--- src/core/amcr_pkg.sv ---
// package: register map, field layout and decode types for the mode/trim registers
`default_nettype none
package amcr_pkg;
   localparam int          AddrWidth          = 15;
   localparam logic [14:0] AddrOperatingModeOne = 15'h0012;
   localparam logic [14:0] AddrOperatingModeTwo = 15'h0013;
   localparam logic [14:0] AddrInputImbalanceTrim = 15'h0014;
   localparam logic [7:0]  ResetModeOne       = 8'hC1;
   localparam logic [7:0]  ResetModeTwo       = 8'h20;
   localparam logic [7:0]  ResetTrim          = 8'h00;
   // field positions
   localparam int          FormatBit          = 7;
   localparam int          CommonModeLsb      = 5;
   localparam int          GateBit            = 2;
   localparam int          DividerLsb         = 0;
   localparam int          AmplitudeLsb       = 4;
   localparam int          PhaseLsb           = 0;
   // field encodings
   localparam logic [1:0]  DivideByOne        = 2'h0;
   localparam logic [1:0]  DivideByTwo        = 2'h1;
   localparam logic [1:0]  DivideByFour       = 2'h2;
   localparam logic [2:0]  AmplitudeReserved  = 3'h4;
   localparam logic [3:0]  PhaseReserved      = 4'h8;

   typedef struct packed {
      logic       writeStrobe;
      logic [14:0] address;
      logic [7:0] writeData;
   } amcr_access_type;

   typedef struct packed {
      logic       twosComplement;
      logic [1:0] commonModeSel;
      logic       gateOn;
      logic [2:0] divideRatio;  // 1, 2 or 4; 0 on reserved code
      logic [2:0] posLegTermSteps;
      logic [2:0] negLegTermSteps;
      logic [2:0] posLegCapSteps;
      logic [2:0] negLegCapSteps;
   } amcr_controls_type;

   typedef struct packed {
      logic [7:0]        modeOne;
      logic [7:0]        modeTwo;
      logic [7:0]        trim;
      logic [7:0]        readData;
      logic              syncRefDetect;
      amcr_controls_type controls;
   } amcr_state_type;
endpackage
`default_nettype wire

--- src/core/amcr_mode_config_regs.sv ---
// module: operational-mode and imbalance-trim register slice with decoded controls
//
// Summary of operation
// [RL1] format bit 0 gives offset binary, 1 gives two's complement; resets to 1.
// [RL2] two-bit common-mode field picks one of four ranges, low to high; resets to 10.
// [RL3] host programs common-mode field to match a DC-coupled sync reference.
// [RL4] gate bit 0 (reset) ignores sync reference; 1 passes it to detection.
// [RL5] divider field: 00 divides by 1, 01 by 2, 10 by 4; 11 reserved.
// [RL6] host always writes 00 into bits 4:3 of mode register one.
// [RL7] host always writes 01 into bits 1:0 of mode register one.
// [RL8] host writes 001000 into bits 7:2 of mode register two.
// [RL9] mode register one sits at 0x0012 and reads 0xC1 after reset.
// [RL10] mode register two sits at 0x0013 and reads 0x20 after reset.
// [RL11] trim register at 0x0014 resets to 0x00: reserved bit, amplitude, phase.
// [RL12] amplitude codes 5-7 favour positive leg, 1-3 negative, 4 reserved, 0 neutral.
// [RL13] phase codes 1-7 load positive leg, 9-15 negative, 8 reserved, 0 none.
`default_nettype none
module amcr_mode_config_regs
   import amcr_pkg::*;
(
   input  wire logic              clock,
   input  wire logic              nrst,
   input  wire amcr_access_type   access,
   input  wire logic              syncRefIn,
   output var  logic [7:0]        readData,
   output var  logic              syncRefDetect,
   output var  amcr_controls_type controls
);
   amcr_state_type state_reg;
   amcr_state_type state_next;

   // next-state block: register writes, read mux and control decode
   // everything sits in one struct so each output below is a plain flip-flop tap
   always_comb begin
      logic [7:0] one;
      logic [7:0] two;
      logic [7:0] trm;
      logic [2:0] amp;
      logic [3:0] ph;
      logic       hitOne;
      logic       hitTwo;
      logic       hitTrim;
      one = state_reg.modeOne;
      two = state_reg.modeTwo;
      trm = state_reg.trim;
      amp = 3'h0;
      ph = 4'h0;
      hitOne = 1'b0;
      hitTwo = 1'b0;
      hitTrim = 1'b0;
      state_next = state_reg;

      // address decode, shared by the write path and the read mux
      case (access.address)
         AddrOperatingModeOne: begin
            hitOne = 1'b1;
         end
         AddrOperatingModeTwo: begin
            hitTwo = 1'b1;
         end
         AddrInputImbalanceTrim: begin
            hitTrim = 1'b1;
         end
         default: begin
            hitOne = 1'b0;
         end
      endcase

      // writes: the host owns reserved-bit values, so all eight bits are stored
      // as written; forcing them here would hide host mistakes from read-back
      if (access.writeStrobe && hitOne) begin
         one = access.writeData; // RL9
      end
      if (access.writeStrobe && hitTwo) begin
         two = access.writeData; // RL10
      end
      if (access.writeStrobe && hitTrim) begin
         trm = access.writeData; // RL11
      end
      state_next.modeOne = one;
      state_next.modeTwo = two;
      state_next.trim = trm;

      // read mux: the byte shown next cycle already carries a same-edge write
      // unmapped addresses read as zero so a stray address is easy to spot
      if (hitOne) begin
         state_next.readData = one;
      end else if (hitTwo) begin
         state_next.readData = two;
      end else if (hitTrim) begin
         state_next.readData = trm;
      end else begin
         state_next.readData = 8'h00;
      end

      // mode register one fields
      state_next.controls.twosComplement = one[FormatBit]; // RL1
      state_next.controls.commonModeSel = one[CommonModeLsb +: 2]; // RL2
      state_next.controls.gateOn = one[GateBit]; // RL4

      // gate closed means the input never reaches detection
      state_next.syncRefDetect = one[GateBit] & syncRefIn; // RL4

      // divider: the reserved code gives ratio 0, holding the sample clock off
      // rather than guessing a ratio the converter was never meant to run at
      case (two[DividerLsb +: 2])
         DivideByOne: begin
            state_next.controls.divideRatio = 3'h1; // RL5
         end
         DivideByTwo: begin
            state_next.controls.divideRatio = 3'h2;
         end
         DivideByFour: begin
            state_next.controls.divideRatio = 3'h4;
         end
         default: begin
            state_next.controls.divideRatio = 3'h0;
         end
      endcase

      // amplitude trim: termination steps on one leg only, the other leg held at zero
      amp = trm[AmplitudeLsb +: 3];
      case (amp)
         3'h1: begin
            state_next.controls.posLegTermSteps = 3'h0;
            state_next.controls.negLegTermSteps = 3'h1; // RL12
         end
         3'h2: begin
            state_next.controls.posLegTermSteps = 3'h0;
            state_next.controls.negLegTermSteps = 3'h2;
         end
         3'h3: begin
            state_next.controls.posLegTermSteps = 3'h0;
            state_next.controls.negLegTermSteps = 3'h3;
         end
         AmplitudeReserved: begin
            // reserved code behaves as neutral so a bad write cannot skew the input
            state_next.controls.posLegTermSteps = 3'h0;
            state_next.controls.negLegTermSteps = 3'h0;
         end
         3'h5: begin
            state_next.controls.posLegTermSteps = 3'h1;
            state_next.controls.negLegTermSteps = 3'h0;
         end
         3'h6: begin
            state_next.controls.posLegTermSteps = 3'h2;
            state_next.controls.negLegTermSteps = 3'h0;
         end
         3'h7: begin
            state_next.controls.posLegTermSteps = 3'h3;
            state_next.controls.negLegTermSteps = 3'h0;
         end
         default: begin
            state_next.controls.posLegTermSteps = 3'h0;
            state_next.controls.negLegTermSteps = 3'h0;
         end
      endcase

      // phase trim: capacitive load on one leg only, never both at once
      ph = trm[PhaseLsb +: 4];
      case (ph)
         4'h1: begin
            state_next.controls.posLegCapSteps = 3'h1; // RL13
            state_next.controls.negLegCapSteps = 3'h0;
         end
         4'h2: begin
            state_next.controls.posLegCapSteps = 3'h2;
            state_next.controls.negLegCapSteps = 3'h0;
         end
         4'h3: begin
            state_next.controls.posLegCapSteps = 3'h3;
            state_next.controls.negLegCapSteps = 3'h0;
         end
         4'h4: begin
            state_next.controls.posLegCapSteps = 3'h4;
            state_next.controls.negLegCapSteps = 3'h0;
         end
         4'h5: begin
            state_next.controls.posLegCapSteps = 3'h5;
            state_next.controls.negLegCapSteps = 3'h0;
         end
         4'h6: begin
            state_next.controls.posLegCapSteps = 3'h6;
            state_next.controls.negLegCapSteps = 3'h0;
         end
         4'h7: begin
            state_next.controls.posLegCapSteps = 3'h7;
            state_next.controls.negLegCapSteps = 3'h0;
         end
         PhaseReserved: begin
            // reserved code adds no load on either leg
            state_next.controls.posLegCapSteps = 3'h0;
            state_next.controls.negLegCapSteps = 3'h0;
         end
         4'h9: begin
            state_next.controls.posLegCapSteps = 3'h0;
            state_next.controls.negLegCapSteps = 3'h1;
         end
         4'hA: begin
            state_next.controls.posLegCapSteps = 3'h0;
            state_next.controls.negLegCapSteps = 3'h2;
         end
         4'hB: begin
            state_next.controls.posLegCapSteps = 3'h0;
            state_next.controls.negLegCapSteps = 3'h3;
         end
         4'hC: begin
            state_next.controls.posLegCapSteps = 3'h0;
            state_next.controls.negLegCapSteps = 3'h4;
         end
         4'hD: begin
            state_next.controls.posLegCapSteps = 3'h0;
            state_next.controls.negLegCapSteps = 3'h5;
         end
         4'hE: begin
            state_next.controls.posLegCapSteps = 3'h0;
            state_next.controls.negLegCapSteps = 3'h6;
         end
         4'hF: begin
            state_next.controls.posLegCapSteps = 3'h0;
            state_next.controls.negLegCapSteps = 3'h7;
         end
         default: begin
            state_next.controls.posLegCapSteps = 3'h0;
            state_next.controls.negLegCapSteps = 3'h0;
         end
      endcase
   end

   // synchronous active-low reset to printed values
   always_ff @(posedge clock) begin
      if (!nrst) begin
         state_reg <= '0;
         state_reg.modeOne <= ResetModeOne; // RL9
         state_reg.modeTwo <= ResetModeTwo; // RL10
         state_reg.trim <= ResetTrim; // RL11
         state_reg.controls.twosComplement <= ResetModeOne[FormatBit];
         state_reg.controls.commonModeSel <= ResetModeOne[CommonModeLsb +: 2];
         state_reg.controls.divideRatio <= 3'h1;
      end else begin
         state_reg <= state_next;
      end
   end

   assign readData = state_reg.readData;
   assign syncRefDetect = state_reg.syncRefDetect;
   assign controls = state_reg.controls;
endmodule
`default_nettype wire

--- config.mk ---
export PLATFORM = sky130hd
export DESIGN_NAME = amcr_mode_config_regs
export DESIGN_NICKNAME = d
export VERILOG_FILES = /design/src/core/amcr_pkg.sv /design/src/core/amcr_mode_config_regs.sv
export SDC_FILE = /design/constraint.sdc
export NUM_CORES = 1
export LEC_CHECK = 0
export ABC_AREA = 0
export BUFFER_PORTS_ARGS = -buffer_cell sky130_fd_sc_hd__buf_2
export CELL_PAD_IN_SITES_DETAIL_PLACEMENT = 1
export CELL_PAD_IN_SITES_GLOBAL_PLACEMENT = 1
export CORE_AREA = 2 2 83 93
export CTS_BUF_LIST = sky130_fd_sc_hd__clkbuf_4 sky130_fd_sc_hd__clkbuf_8
export CTS_CLUSTER_SIZE = 14
export DETAILED_ROUTE_END_ITERATION = 10
export DIE_AREA = 0 0 85 95
export PLACE_DENSITY = 0.71
export SLEW_MARGIN = 25
export SYNTH_ARGS = -nofsm -noshare
export SYNTH_HDL_FRONTEND = slang
export SYNTH_SLANG_ARGS = --single-unit
--- constraint.sdc ---
create_clock -name clock -period 3.5 [get_ports clock]
set_input_delay 0.525 -clock clock [delete_from_list [all_inputs] [get_ports clock]]
set_output_delay 0.525 -clock clock [all_outputs]
set_load 0.05 [all_outputs]
==> results.md, run 1 <==
- Crit path capture: readData[4]
- Syn Inst Count: 254
- Reg2Reg Setup Slack: 2.31 ns
- Vias: 1,880
- I/O Buffers: 52
- RSZ-0062 raised after global routing: no
- Clk pwr share: 36.5%
- I/O Pins: 55
- Post-synthesis register bit count: 46
- Largest net degree at the start of global routing: 59
- # nets final: 301
- Min Tclk post-route: 1.988 ns
- Leakage Power: 0.0009669 uW
- Post-CTS setup buffers: 0
- Root Driver: clkbuf_8
- Rel. slew slack: 46.66%
- Max-cap check violation count: 0
- Hold crit path type: primary input to flop
- Post-CTS sizing: 0
- Final setup fails: 0
- Detail Route Antenna Nets: 0
- Seq/Total Area, Yosys: 38.04%
- NetSw: 235.1 uW
- Grt ovf: 0
- Die Wd: 85 um
- Clk Latency, worst-skew pair: 0.30 ns
- Sw Share: 24.71%
- Synth Flop Type: dfxtp_1
- Top cells by area, synth: dfxtp_1, mux2i_1, buf_4
- Crit path largest cell delay: 0.66 ns
- Levels on crit path: 5
- Fmax: 0.5031 GHz
- Layout Cells excl Fill: 362
- Cell variety after synth: 36
- DRT Pass-1 Iters: 4
- Routed vias/inst: 5.193
- Post-synth EDFFs: 0
- Max FO, Critical Path: 12
- Outcome: finished, final reports clean
- Layout cell share with drive strength beyond 1: 27.64%
- Initial DRC Count: 104
- Total Die Area: 8075 sq um
- Max FFs per register: 24
- PD cells: 362.5 nW/um^2
- Num CTS Buffers: 5
- Worst R2R Path Depth: 4
- Reg-to-Reg End: readData[0]
- Sink Count: 46
- Initial antenna violation count: 0
- Critical path's slowest cell: nor3b_2
- Synthesis-to-finish area growth: 8.424%
- Yosys top cell by area: dfxtp_1
- Slew Viols, Final: 0
- Inst Count DP: 354
- Clk buf depth: 2
- Synthesis Warnings: 0
- Initial Utilization: 33.51%
- Slew at the pin closest to its max-slew limit: 0.7967 ns
- Post-synth ARST share: 0%
- Post-Syn Area: 2421 sq um
- Critical path's top delay family: simple AND/OR/NAND/NOR gates
- Vias in the first global route: 1,898
- RR Startpoint: state_reg[36]
- Total GRT Usage: 15.64%
- Final WL: 6030 um
- Ant. Diodes: 0
- First-pass GRT wire length: 9784 um
- Commonest cells post-synth: dfxtp_1, mux2i_1, nand2_1
- FP Rows: 33
- Setup Skew: 0.006862 ns
- WS Path Type: primary input to flop
- CTS tree: done
- Sequential power share: 54.9%
- Setup TNS: 0 ns
- Die height: 95 um
- CTS hold repair buffers: 0
- Critical path launch point type: primary input
- Top-count cell post-synth: dfxtp_1
- Core ar.: 7226 sq um
- Worst path cell trace: buf_2 > or3b_4 > nor3b_2 > a221oi_1 > a211oi_1
- Worst setup EP type: flop
- Synth top area share: 38.04%
- Worst setup startpoint: access[8]
- CP Data Required Time: 3.69 ns
- Avg WL per Cell: 16.66 um
- DPL Wire Length: 4379 um
- Combinational share of power: 8.6%
- Worst Path Buf+Inv: 1
- Worst vdd ir: 142.6 uV
- P_int: 716.5 uW
- Clock transition at path regs: 0.08 ns
- Syn Area/Cell: 9.532 sq um
- H-tree depth: 2
- Residual DRC: 0
- Gpl congestion: 0.7983
- Arrival @ worst endpoint: 2.18 ns
- Final hold violation count: 0
- Part of the cycle the worst path needs: 56.80%
==> per-layer routing <==
layer | up-vias | GRT usage, % | share of wire, %
met3 | 6 | 3.234 | 4.8
met5 | - | 0 | 0
met4 | 0 | 6.085 | 1.5
met1 | 895 | 19.38 | 46
met2 | 56 | 26.56 | 47
li1 | 923 | - | -
==> power groups by stage <==
stage	clock (uW)	combinational [uW]	sequential, uW
after floorplan	0	50.0	535
after global routing	385	88.9	523
after global placement	0	79.4	535
after detailed placement	0	81.8	535
final	347	81.6	523
after CTS	359	82.1	523
==> placed cells by master, fill, tap and decap left out, types with 2 or more instances in the layout <==
cell      Yosys  final
a211oi_1      5      5
a21oi_1       4      4
a221oi_1      2      2
a221oi_2      2      2
a222oi_1      4      4
a32o_1        4      4
buf_2         1     52
clkbuf_8      0      6
conb_1        1      2
dfxtp_1      46     46
inv_1         5      5
mux2i_1      39     39
nand2_1      33     33
nand3_1      21     21
nand3b_1     15     15
nand4_1       2      2
nor2_1        3      3
nor3b_2       2      2
nor4_4        2      2
o21ai_0      10     10
==> worst min path at each step <==
stage	startpoint	end	slack (ns)	depth (start not counted)
floorplan	state_reg[45]	state_reg[45]	0.43	2
global placement	state_reg[38]	state_reg[38]	0.45	2
detailed placement	state_reg[45]	state_reg[45]	0.45	2
CTS	syncRefIn	syncRefDetect	0.45	3
global route	syncRefIn	syncRefDetect	0.46	3
finish	syncRefIn	syncRefDetect	0.45	3
==> layout make-up <==
cell class | count | area [sq um]
fill | 833 | 4601
multi-input combinational | 163 | 1214
sequential | 46 | 920.9
timing repair buffer | 53 | 267.8
tap | 87 | 108.9
clock buffer | 7 | 90.09
inverter | 5 | 18.77
clock inverter | 1 | 5.005
==> kinds of logic (layout without fill, tap and decap cells) <==
logic type             count (synthesis)  count (layout)  share of synthesized area (%)
other                                  1               2                         0.1549
DFF                                   46              46                          38.04
muxes                                 39              39                          16.12
AOI/OAI and AO/OA                     33              33                          10.65
buffers and inverters                 46              66                          11.99
and+or+nand+nor                       89              89                          23.05
==> stage by stage <==
step                      power, uW  util, %  instance area, sq um  setup slack, ns  hold WS (ns)
after floorplan               585.1        -                  2425            1.730        0.4341
after global placement        614.6    35.01                  2530            1.305        0.4457
after detailed placement      616.9    35.01                  2530            1.175        0.4507
after CTS                     963.8    36.33                  2625            1.491        0.4480
after global routing          996.4    36.33                  2625            1.414        0.4590
final                         951.6    36.33                  2625            1.512        0.4504
==> worst min-delay path: stages <==
cell,delay (ns)
buf_2,0.10
nand2_1,0.05
a21oi_1,0.03
Power figures use the tool's default switching activity.
==> run 2, diff against run 1 <==
Settings changed: PLACE_DENSITY 0.71 to 0.74.
Clock period 3.5 ns to 1.8 ns, I/O delays scaled along.
==> run 2 against run 1 <==
Sequential cell count did not move. Non-clock buffer count rose by 15. Critical path depth did not move.
==> results.md, run 2 (synthesis results as in run 1) <==
- Layout cell share with drive strength beyond 1: 30.90% (+3.3 points)
- Min Tclk post-route: 1.503 ns
- Critical path launch point type: primary input
- Routed vias/inst: 5.296 (+2.0%)
- Sink Count: 46 (unchanged)
- PD cells: 655.4 nW/um^2 (+81%)
- Worst setup startpoint: access[19]
- # nets final: 316 (+5.0%)
- Largest net degree at the start of global routing: 59 (unchanged)
- Vias in the first global route: 2,054 (+8.2%)
- Avg WL per Cell: 15.94 um (-4.3%)
- Total Die Area: 8075 sq um (unchanged)
- Final setup fails: 0 (unchanged)
- Worst Path Buf+Inv: 1 (unchanged)
- WS Path Type: primary input to flop
- FP Rows: 33 (unchanged)
- I/O Pins: 55 (unchanged)
- Crit path largest cell delay: 0.44 ns (-0.22 ns)
- Worst setup EP type: flop
- Gpl congestion: 0.8252 (+3.4%)
- Die Wd: 85 um (unchanged)
- Min-Delay Startpoint: syncRefIn
- Total GRT Usage: 15.56% (-0.079 points)
- Max-cap check violation count: 0 (unchanged)
- Fmax: 0.6652 GHz
- Core ar.: 7226 sq um (unchanged)
- Vias: 1,986 (+5.6%)
- Initial antenna violation count: 0 (unchanged)
- I/O Buffers: 52 (unchanged)
- Root Driver: clkbuf_8
- Critical path's top delay family: simple AND/OR/NAND/NOR gates
- Critical path's slowest cell: nor4_4
- Initial DRC Count: 98 (-5.8%)
- Slew Viols, Final: 0 (unchanged)
- Ant. Diodes: 0 (unchanged)
- Grt ovf: 0 (unchanged)
- Post-route cell area: 2750 sq um (+4.8%)
- Max FFs per register: 24 (unchanged)
- CTS hold repair buffers: 0 (unchanged)
- CTS tree: done
- H-tree depth: 2 (unchanged)
- Clk Latency, worst-skew pair: 0.29 ns (about the same)
- Arrival @ worst endpoint: 1.72 ns (-0.46 ns)
- Synthesis-to-finish area growth: 13.59%
- Post-CTS sizing: 0 (unchanged)
- CP Data Required Time: 2.02 ns (-1.67 ns)
- Total power: 1803 uW (+89%)
- Worst path cell trace: buf_2 > nor4_4 > nand4_4 > nor2_8 > mux2i_1
- DPL Wire Length: 4581 um (+4.6%)
- Die height: 95 um (unchanged)
- Clk buf depth: 2 (unchanged)
- Part of the cycle the worst path needs: 83.52%
- Initial Utilization: 33.51% (unchanged)
- Worst vdd ir: 249.3 uV (+75%)
- Reg2Reg Setup Slack: 0.67 ns (-1.64 ns)
- Commonest non-fill, non-tap cell in the layout: buf_2
- Residual DRC: 0 (unchanged)
- Final hold violation count: 0 (unchanged)
- Final WL: 5976 um (-0.90%)
- RSZ-0062 raised after global routing: no
- Setup Skew: 0.006073 ns (-0.0007890 ns)
- Detail Route Antenna Nets: 0 (unchanged)
- DRT Pass-1 Iters: 4 (unchanged)
- Levels on crit path: 5 (unchanged)
- Commonest non-fill, non-tap cells in the layout: buf_2, dfxtp_1, mux2i_1
- Worst R2R Path Depth: 4 (unchanged)
- Placed inst area: 2668 sq um (+5.4%)
- Clock transition at path regs: 0.08 ns (about the same)
- First-pass GRT wire length: 9922 um (+1.4%)
- Post-CTS setup buffers: 0 (unchanged)
- Outcome: finished, final reports clean
- Leakage Power: 0.001042 uW (+7.8%)
- RR Startpoint: state_reg[36]
- Crit path capture: controls[0]
- Max FO, Critical Path: 18 (+6)
- Hold crit path type: primary input to flop
- Num CTS Buffers: 5 (unchanged)
- Reg-to-Reg End: readData[0]
run 2: stage by stage:
stage / hold WS [ns] / util [%] / setup TNS, ns / cells / setup slack, ns
2_1_floorplan: 0.3951 / - / 0 / 255 / 0.2848
3_3_place_gp: 0.4442 / 36.92 / 0 / 369 / 0.07496
3_5_place_dp: 0.4560 / 36.92 / -0.1421 / 369 / -0.04603
4_1_cts: 0.2047 / 38.06 / 0 / 375 / 0.2637
5_1_grt: 0.2013 / 38.06 / 0 / 375 / 0.1808
6_report: 0.2114 / 38.06 / 0 / 375 / 0.2966
run 2: final cells by class:
class / instances / area, sq um
Fill cell: 837 / 4476
Multi-Input combinational cell: 163 / 1214
Sequential cell: 46 / 920.9
Timing Repair Buffer: 68 / 405.4
Tap cell: 87 / 108.9
Clock buffer: 6 / 82.58
Inverter: 5 / 18.77
run 2: worst min-delay path: cells and delay by family:
| family | cells | cell delay [ns] |
|---|---|---|
| buffers and inverters | 1 | 0.10 |
| AND/OR/NAND/NOR | 1 | 0.05 |
| AO/OA/AOI/OAI | 1 | 0.04 |
run 2: routing by layer:
| metal | track usage (%) | vias up | wire [um] |
|---|---|---|---|
| met5 | 0 | - | 0 |
| met4 | 6.878 | 0 | 128 |
| met3 | 3.147 | 10 | 320 |
| met2 | 27.99 | 58 | 2994 |
| met1 | 17.71 | 969 | 2533 |
| li1 | - | 949 | - |
run 2: report_power, final:
| group | switching (uW) | internal (uW) |
|---|---|---|
| Combinational | 109 | 64.7 |
| Sequential | 0.0103 | 1020 |
| Clock | 316 | 296 |
| Total | 425 | 1380 |
run 2: worst min-delay path by stage:
stage | endpoint | slack [ns] | cells after the start
5_1_grt | syncRefDetect | 0.20 | 3
6_report | syncRefDetect | 0.21 | 3
2_1_floorplan | syncRefDetect | 0.40 | 2
4_1_cts | syncRefDetect | 0.20 | 3
3_5_place_dp | state_reg[42] | 0.46 | 2
3_3_place_gp | state_reg[39] | 0.44 | 2
